==> src/design/ues_defs.svh <==
// Event codes, unit-mask fields, match patterns and widths for the uncore event selector
// Contract
// Event 31H counts memory-controller priority updates, mask 04H channel 2, 07H any channel.
// A priority update is the home agent expediting a normal-priority request on an isochronous hit.
// Event 32H counts memory retries, masks 01H, 02H, 04H per channel 0..2 and 07H any channel.
// Retries are counted only while the memory controller is in reliability mode.
// Event 33H counts force-acknowledge conflicts, 01H io hub, 02H remote, 04H local, 07H all.
// Event 34H counts ordering sleeps, 01H io hub, 02H remote socket, 04H local socket.
// Event 34H counts address-conflict sleeps, 08H io hub, 10H remote socket, 20H local socket.
// A sleeping request is never made eligible for scheduling to the memory controller.
// Event 35H counts requests that satisfy the match register, 01H io hub, 02H remote, 04H local.
// The match register holds zero or one of three response patterns, each decoded.
// Event 40H counts link-0 stall cycles, 01H home, 02H snoop, 04H non-data response.
// A stall cycle counts even when arbitration granted another virtual channel.
// Each mask bit enables one sub-event and several active sub-events give one increment.
`ifndef UES_DEFS_SVH
`define UES_DEFS_SVH

`define UES_EVSEL_W 8
`define UES_UMASK_W 8
`define UES_CNT_W 48
`define UES_MATCH_W 68

`define UES_EV_PRIO_UPDATE 8'h31
`define UES_EV_RETRY 8'h32
`define UES_EV_FRC_ACK 8'h33
`define UES_EV_SLEEP 8'h34
`define UES_EV_ADDR_MATCH 8'h35
`define UES_EV_TX_STALL 8'h40

`define UES_UM_LO_POS 0
`define UES_UM_HI_POS 3
`define UES_UM_FIELD_W 3

`define UES_MATCH_NONE 68'h0
`define UES_MATCH_FWD_INV 68'h40000000000000
`define UES_MATCH_FWD_SHR 68'h40001a0000000000
`define UES_MATCH_INV_WB 68'h40001d00000000000

`define UES_CNT_RESET 48'h0

`endif

==> src/design/ues_pkg.sv <==
// Types shared by the uncore event selector
`include "ues_defs.svh"

package ues_pkg;

    typedef enum logic [1:0] {
        UES_RSP_NONE = 2'b00,
        UES_RSP_FWD_INV = 2'b01,
        UES_RSP_FWD_SHR = 2'b10,
        UES_RSP_INV_WB = 2'b11
    } ues_rsp_t;

    // Per-source strobes: bit 0 io hub, channel 0 or home, bit 1 remote, ch 1 or snoop, bit 2 local, ch 2 or non-data response
    typedef struct packed {
        logic [2:0] prioUpdate;
        logic [2:0] retry;
        logic [2:0] frcAck;
        logic [2:0] sleepOrder;
        logic [2:0] sleepAddr;
        logic [2:0] reqValid;
        ues_rsp_t reqRsp;
        logic [2:0] txStall;
    } ues_strobe_t;

    typedef struct packed {
        logic [`UES_EVSEL_W-1:0] evSel;
        logic [`UES_UMASK_W-1:0] umask;
    } ues_sel_t;

endpackage : ues_pkg
==> src/design/ues_event_selector.sv <==
// Uncore event selector and counter with match decode and sleep gating
`timescale 1ns/1ns
`default_nettype none
`include "ues_defs.svh"

module ues_event_selector #(
    parameter int CNT_W = `UES_CNT_W,
    parameter int MATCH_W = `UES_MATCH_W
) (
    // Clock and reset
    input wire logic mclk,
    input wire logic rst,
    // Software selection
    input wire ues_pkg::ues_sel_t sel,
    input wire logic countEnable,
    input wire logic counterClear,
    input wire logic [MATCH_W-1:0] matchValue,
    input wire logic rasMode,
    // Unit strobes
    input wire ues_pkg::ues_strobe_t strobes,
    // Home agent scheduling
    input wire logic reqReady,
    input wire logic reqSleeping,
    // Results
    output logic [CNT_W-1:0] count,
    output logic countPulse,
    output logic matchUnsupported,
    output logic schedEligible
);
    import ues_pkg::*;

    logic [CNT_W-1:0] count_r;
    logic [CNT_W-1:0] count_nxt;
    logic countPulse_r;
    logic countPulse_nxt;
    logic matchBad_r;
    logic matchBad_nxt;
    logic schedEligible_r;
    logic schedEligible_nxt;

    ues_rsp_t matchRsp;
    logic matchOk;
    logic [`UES_UM_FIELD_W-1:0] umLo;
    logic [`UES_UM_FIELD_W-1:0] umHi;
    logic [2:0] matchHits;
    logic hit;

    assign umLo = sel.umask[`UES_UM_LO_POS +: `UES_UM_FIELD_W];
    assign umHi = sel.umask[`UES_UM_HI_POS +: `UES_UM_FIELD_W];

    // Match register decode
    always_comb begin
        matchRsp = UES_RSP_NONE;
        matchOk = 1'b1;
        if (matchValue == MATCH_W'(`UES_MATCH_NONE)) begin
            matchRsp = UES_RSP_NONE;
        end else if (matchValue == MATCH_W'(`UES_MATCH_FWD_INV)) begin
            matchRsp = UES_RSP_FWD_INV;
        end else if (matchValue == MATCH_W'(`UES_MATCH_FWD_SHR)) begin
            matchRsp = UES_RSP_FWD_SHR;
        end else if (matchValue == MATCH_W'(`UES_MATCH_INV_WB)) begin
            matchRsp = UES_RSP_INV_WB;
        end else begin
            matchOk = 1'b0;
        end
    end

    // A zero or unsupported match value never matches
    always_comb begin
        matchHits = 3'h0;
        if (matchOk && matchRsp != UES_RSP_NONE && strobes.reqRsp == matchRsp) begin
            matchHits = strobes.reqValid;
        end
    end

    // Sub-event selection, one increment per cycle at most
    always_comb begin
        hit = 1'b0;
        unique case (sel.evSel)
            `UES_EV_PRIO_UPDATE: begin
                hit = |(strobes.prioUpdate & umLo);
            end
            `UES_EV_RETRY: begin
                hit = rasMode && |(strobes.retry & umLo);
            end
            `UES_EV_FRC_ACK: begin
                hit = |(strobes.frcAck & umLo);
            end
            `UES_EV_SLEEP: begin
                hit = |(strobes.sleepOrder & umLo) || |(strobes.sleepAddr & umHi);
            end
            `UES_EV_ADDR_MATCH: begin
                hit = |(matchHits & umLo);
            end
            `UES_EV_TX_STALL: begin
                // Arbitration grant is deliberately not looked at
                hit = |(strobes.txStall & umLo);
            end
            default: begin
                hit = 1'b0;
            end
        endcase
    end

    // Counter and status next values
    always_comb begin
        count_nxt = count_r;
        countPulse_nxt = 1'b0;
        if (counterClear) begin
            count_nxt = '0;
        end else if (countEnable && hit) begin
            count_nxt = count_r + CNT_W'(1);
            countPulse_nxt = 1'b1;
        end
        matchBad_nxt = ~matchOk;
        schedEligible_nxt = reqReady && !reqSleeping;
    end

    always_ff @(posedge mclk or posedge rst) begin
        if (rst) begin
            count_r <= CNT_W'(`UES_CNT_RESET);
            countPulse_r <= 1'b0;
            matchBad_r <= 1'b0;
            schedEligible_r <= 1'b0;
        end else begin
            count_r <= count_nxt;
            countPulse_r <= countPulse_nxt;
            matchBad_r <= matchBad_nxt;
            schedEligible_r <= schedEligible_nxt;
        end
    end

    assign count = count_r;
    assign countPulse = countPulse_r;
    assign matchUnsupported = matchBad_r;
    assign schedEligible = schedEligible_r;

endmodule : ues_event_selector
`default_nettype wire

==> config.mk <==
export PLATFORM = sky130hd
export DESIGN_NAME = ues_event_selector
export DESIGN_NICKNAME = d
export VERILOG_FILES = /design/src/design/ues_pkg.sv /design/src/design/ues_event_selector.sv
export VERILOG_INCLUDE_DIRS = /design/src /design/src/design
export SDC_FILE = /design/constraint.sdc
export NUM_CORES = 1
export LEC_CHECK = 0
export BUFFER_PORTS_ARGS = -buffer_cell sky130_fd_sc_hd__buf_2
export CAP_MARGIN = 20
export CORE_MARGIN = 4
export CORE_UTILIZATION = 39
export CTS_CLUSTER_DIAMETER = 120
export CTS_CLUSTER_SIZE = 24
export DETAILED_ROUTE_END_ITERATION = 16
export PLACE_DENSITY_LB_ADDON = 0.12
export SYNTH_ARGS = -nofsm -noshare
export SYNTH_HDL_FRONTEND = slang
export SYNTH_SLANG_ARGS = --single-unit
export TNS_END_PERCENT = 30
==> constraint.sdc <==
create_clock -name mclk -period 3.09 [get_ports mclk]
set_input_delay 0.618 -clock mclk [delete_from_list [all_inputs] [get_ports mclk]]
set_output_delay 0.618 -clock mclk [all_outputs]
set_load 0.01 [all_outputs]
; ---- After elaboration in Yosys (flattened, before gate mapping)
; Index checks and enable logic that the tools add are counted.
[word_totals]
ff_bits = 51
[classes]
n_addsub = 1
eq_ne = 10
muxes = 14
n_bitwise = 8
reduce_logical = 17
[ops]
columns = cell, n
row1 = $mux W48, 2
row2 = $eq A68 B55 Y1 const B, 1
row3 = $eq A68 B63 Y1 const B, 1
row4 = $eq A68 B67 Y1 const B, 1
row5 = $logic_not A68 Y1, 1
row6 = $add A48 B1 Y48 const B, 1
row7 = $eq A8 B6 Y1 const B, 5
row8 = $and A3 B3 Y3, 7
row9 = $reduce_or A3 Y1, 7
row10 = $eq A8 B7 Y1 const B, 1
row11 = $mux W2, 4
row12 = $mux W1, 6
row13 = $pmux W1 S6, 1
row14 = $logic_and A1 B1 Y1, 5
row15 = $reduce_bool A2 Y1, 2
row16 = $mux W3, 1
row17 = $eq A2 B2 Y1, 1
row18 = $logic_not A1 Y1, 1
row19 = $logic_or A1 B1 Y1, 1
row20 = $not A1 Y1, 1

; ---- Logic depth before layout (Yosys ltp)
[logic_depth]
depth_word = 15
mapped_depth = 10
depth_no_buf = 8

; ---- Least setup slack after synthesis
; OpenSTA, ideal clock, no wires.
[synth_timing]
path_type = input to register
from = input port matchValue[41]
to = register count_r[43] (netlist: count[43])
setup_ps = 78
arrival_ps = 3030
required_time_ps = 3012
slack_ps = -18
stages = 8
path_buffers = 1
path_cell_list = or4_4 > nor4_2 > o2111ai_1 > a2111oi_4 > o211ai_4 > buf_6 > or4_1 > a21oi_1
[synth_via]
elab_chain_len = 14
elab_cells_between_ends = 22
classes_between = eq/ne: 4 / mux: 10 / bitwise: 1 / reduce/logical: 7
[synth_lines]
columns = element, line_no
row1 = start: declaration, ues_event_selector.sv:17  ; input wire logic [MATCH_W-1:0] matchValue,
row2 = $eq A68 B67 Y1, ues_event_selector.sv:61  ; end else if (matchValue == MATCH_W'(`UES_MATCH_INV_WB)) begin
row3 = $mux W2, ues_event_selector.sv:61
row4 = $mux W2, ues_event_selector.sv:59  ; end else if (matchValue == MATCH_W'(`UES_MATCH_FWD_SHR)) begin
row5 = $mux W2, ues_event_selector.sv:57  ; end else if (matchValue == MATCH_W'(`UES_MATCH_FWD_INV)) begin
row6 = $mux W2, ues_event_selector.sv:55  ; if (matchValue == MATCH_W'(`UES_MATCH_NONE)) begin
row7 = $reduce_bool A2 Y1, ues_event_selector.sv:71  ; if (matchOk && matchRsp != UES_RSP_NONE && strobes.reqRsp == matchRsp) begin
row8 = $logic_and A1 B1 Y1, ues_event_selector.sv:71
row9 = $logic_and A1 B1 Y1 *, ues_event_selector.sv:71
row10 = $mux W3 *, ues_event_selector.sv:71
row11 = $and A3 B3 Y3 *, ues_event_selector.sv:93  ; hit = |(matchHits & umLo);
row12 = $reduce_or A3 Y1 *, ues_event_selector.sv:93
row13 = $pmux W1 S6 *, ues_event_selector.sv:79  ; unique case (sel.evSel)
row14 = $logic_and A1 B1 Y1 *, ues_event_selector.sv:111  ; end else if (countEnable && hit) begin
row15 = $reduce_bool A2 Y1 (no line) *, --
row16 = end signal: assignment, ues_event_selector.sv:121  ; count_r <= CNT_W'(`UES_CNT_RESET);
row17 = end signal: assignment, ues_event_selector.sv:126  ; count_r <= count_nxt;
row18 = end: declaration, ues_event_selector.sv:32  ; logic [CNT_W-1:0] count_r;
; Every way passes the cells marked *; elsewhere a longest branch is shown, timed or not.
; A chain may end at the register's enable or synchronous reset.

; ---- Worst setup path in the final report
[layout_timing]
from = input port matchValue[42]
to = register count_r[45] (netlist: count[45])
; Same word-level chain as after synthesis.

==> flow_metrics.tcl <==
set metrics [dict create \
    status "completed" \
    fin_util_pct 59.4 \
    drt_iter0_drc 115 \
    crit_fanout 5 \
    reg2reg_from "count[15]" \
    switchingPower_w 0.000310 \
    path_cells "buf_6 -> or4_4 -> nor4_4 -> a22oi_2 -> a2111oi_4 -> buf_4 -> o211ai_4 -> buf_12 -> or4_4 -> a21oi_2" \
    min_period_ns 3.05 \
    dieWidth_um 98.0 \
    ant_nets 0 \
    cts_root_buf "clkbuf_8" \
    crit_arrival_ns 3.28 \
    fin_crit_sh_pct 98.9 \
    grt.total_usage_pct 20.6 \
    slowest_stage "or4_4" \
    async_flop_share_pct 100 \
    syn-num-nets 481 \
    setup_ws_ns 0.0351 \
    power.density_nw_per_um2 261 \
    crit_path_frequent_cell "or4_4" \
    grt_pass1_vias 3559 \
    p_int_w 0.000903 \
    ys_ff_latch 51 \
    synthMostInstantiatedCell "dfrtp_1" \
    netlist_top_cells_count "51 x dfrtp_1, 40 x a21oi_1, 32 x o21ai_0, 28 x nand2_1, 28 x or3_1" \
    core_area_um2 7810 \
    synth_area_um2 3160 \
    grt_remaining_overflow 0 \
    finalHoldViolCount 0 \
    ys_dominant_reg_cell "dfrtp_1" \
    start_util_pct 40.5 \
    antenna_found_initial 0 \
    drc 0 \
    core.rowCount 32 \
    drv_slew 0 \
    viasPerCell 5.59 \
    drt_wl_total_um 10600 \
    num_vias 3687 \
    hold_buffers 0 \
    hold_class "input port to async pin" \
    cts_buffer_depth 2 \
    clock_power_share_pct 32.6 \
    setup_tns_ns 0 \
    cts_tree "done" \
    fill_cells 754 \
    finalClockSkew_ns 0.0131 \
    cts_sinks 51 \
    fmax_ghz 0.327 \
    rsz0062_at_grt "true" \
    critPathRequiredTime_ns 3.31 \
    wire_per_inst_um 16.1 \
    yosys-top-cells-area "dfrtp_1 40%, a21oi_1 6.3%, or3_1 5.5%" \
    die_area_um2 9610 \
    clk_pin_slew_ns 0.10 \
    drv_cap 0 \
    rr_worst_depth 8 \
    place_ws_ns -0.378 \
    crit_type "input port to flop" \
    routabilityCongestion 0.843 \
    seqPwrFrac_pct 55.0 \
    postSynthCellCount 366 \
    tightest_slew_ns 0.707 \
    maxSlewHeadroom_pct 52.9 \
    setup_violations 0 \
    grt_max_degree 35 \
    layout-drive-gt1-share_pct 45.1 \
    synth_top_area_cell "dfrtp_1" \
    grt_pass1_wl_um 16800 \
    dpl.hpwl_um 8010 \
    netlist-cell-type-count 51 \
    crit_path_max_incr_delay_ns 0.55 \
    cts_buffers 5 \
    synth_top_area_share_pct 40.4 \
    ys_warn_count 0 \
    area_delta_synth_final_pct 46.7 \
    synth_edf_count 0 \
    ctsHtreeMaxLevel 2 \
    regToRegSetupSlack_ns 0.26 \
    switching_share_pct 25.6 \
    endpoint_kind "flop" \
    antenna_cells 0 \
    vdd_drop_max_uv 173 \
    combPwrFrac_pct 12.4 \
    numPortBuffers 162 \
    insertion_delay_ns 0.31 \
    cellLeakagePower_nw 2.06 \
    yosysSeqAreaShare_pct 40.4 \
    fin_nets 671 \
    io_pins 165 \
    start_kind "input port" \
    die_h_um 98.0 \
    dr.pass1.iters 5 \
    r2r-end "count[45]" \
    syn_area_per_cell_um2 8.64 \
]
## cell usage in the layout (no fill, tap or decap), types with 12 or more instances in the layout
| cell | count |
|---|---|
| o21ai_0 | 32 |
| dfrtp_1 | 51 |
| or3_1 | 24 |
| a21oi_1 | 29 |
| nor2_1 | 23 |
| nand2_1 | 27 |
| nand3_1 | 18 |
| nor4_1 | 12 |
| buf_2 | 160 |
| o31ai_1 | 12 |
| buf_4 | 29 |
## worst max-delay path: cells and delay by family
family / cells / cell delay, ns
AND/OR/NAND/NOR: 3 / 1.41
AO/OA/AOI/OAI: 4 / 0.78
buffers and inverters: 3 / 0.47
## metrics by stage
step / instance area, um2 / cells / hold WS, ns / power, W
after floorplan: 3160 / 366 / 0.572 / 0.000724
after CTS: 4460 / 655 / 0.234 / 0.00122
after detailed placement: 4300 / 646 / 0.551 / 0.000825
final: 4640 / 659 / 0.230 / 0.00121
after global placement: 4300 / 646 / 0.538 / 0.000821
after global routing: 4640 / 659 / 0.249 / 0.00127
## logic make-up after synthesis
kind of cell / count (synthesis) / share of synthesized area (%)
multiplexers: 2 / 0.673
AO/OA/AOI/OAI: 106 / 21.4
AND/OR/NAND/NOR: 175 / 32.1
flip-flops: 51 / 40.4
XOR/XNOR: 6 / 1.66
buffers and inverters: 25 / 3.36
adder cells (fa/ha/maj): 1 / 0.396
## power groups by stage
stage | registers (W) | clock network [W] | logic [W]
global route | 0.000668 | 0.000434 | 0.000167
finish | 0.000668 | 0.000395 | 0.000150
detailed placement | 0.000681 | 0 | 0.000144
global placement | 0.000681 | 0 | 0.000140
floorplan | 0.000681 | 0 | 0.0000426
CTS | 0.000668 | 0.000410 | 0.000147
## flip-flops by register name (all words and copies together) (netlist names)
name / count
count: 48
matchUnsupported: 1
countPulse: 1
schedEligible: 1
## how the worst max path moves through the flow
stage	slack (ns)	start	cells past startpoint	end
3_3_place_gp	-0.27	matchValue[49]	11	count[44]
6_report	0.04	matchValue[42]	10	count[45]
5_1_grt	-0.04	matchValue[42]	10	count[45]
2_1_floorplan	0.04	matchValue[41]	8	count[43]
3_5_place_dp	-0.38	matchValue[49]	11	count[46]
4_1_cts	-0.0003	matchValue[65]	10	count[45]
## routing by layer
layer | vias up | global-route usage [%] | part of all wire, %
met5 | - | 0 | 0
li1 | 1783 | - | -
met4 | 0 | 4.37 | 0.89
met3 | 8 | 3.86 | 6.5
met2 | 124 | 38.7 | 52
met1 | 1772 | 24.1 | 40
## what timing repair did
| action | CTS | global route |
|---|---|---|
| endpoints found under the setup margin | 14 | 40 |
| hold endpoints to repair | 0 | 0 |
| resized for setup | 13 | 23 |
| buffers inserted | 1 | 2 |
| pin swaps | 8 | 19 |
| cloned | 0 | 2 |
## cell type report
| class | count | area (um2) | area share, % |
|---|---|---|---|
| Sequential cell | 51 | 1280 | 27.5 |
| Tap cell | 102 | 128 | 2.75 |
| Multi-Input combinational cell | 290 | 1940 | 41.7 |
| Clock buffer | 5 | 68.8 | 1.48 |
| Inverter | 10 | 37.5 | 0.809 |
| Clock inverter | 3 | 18.8 | 0.405 |
| Timing Repair Buffer | 198 | 1170 | 25.3 |
(Power assumes the default switching activity.)
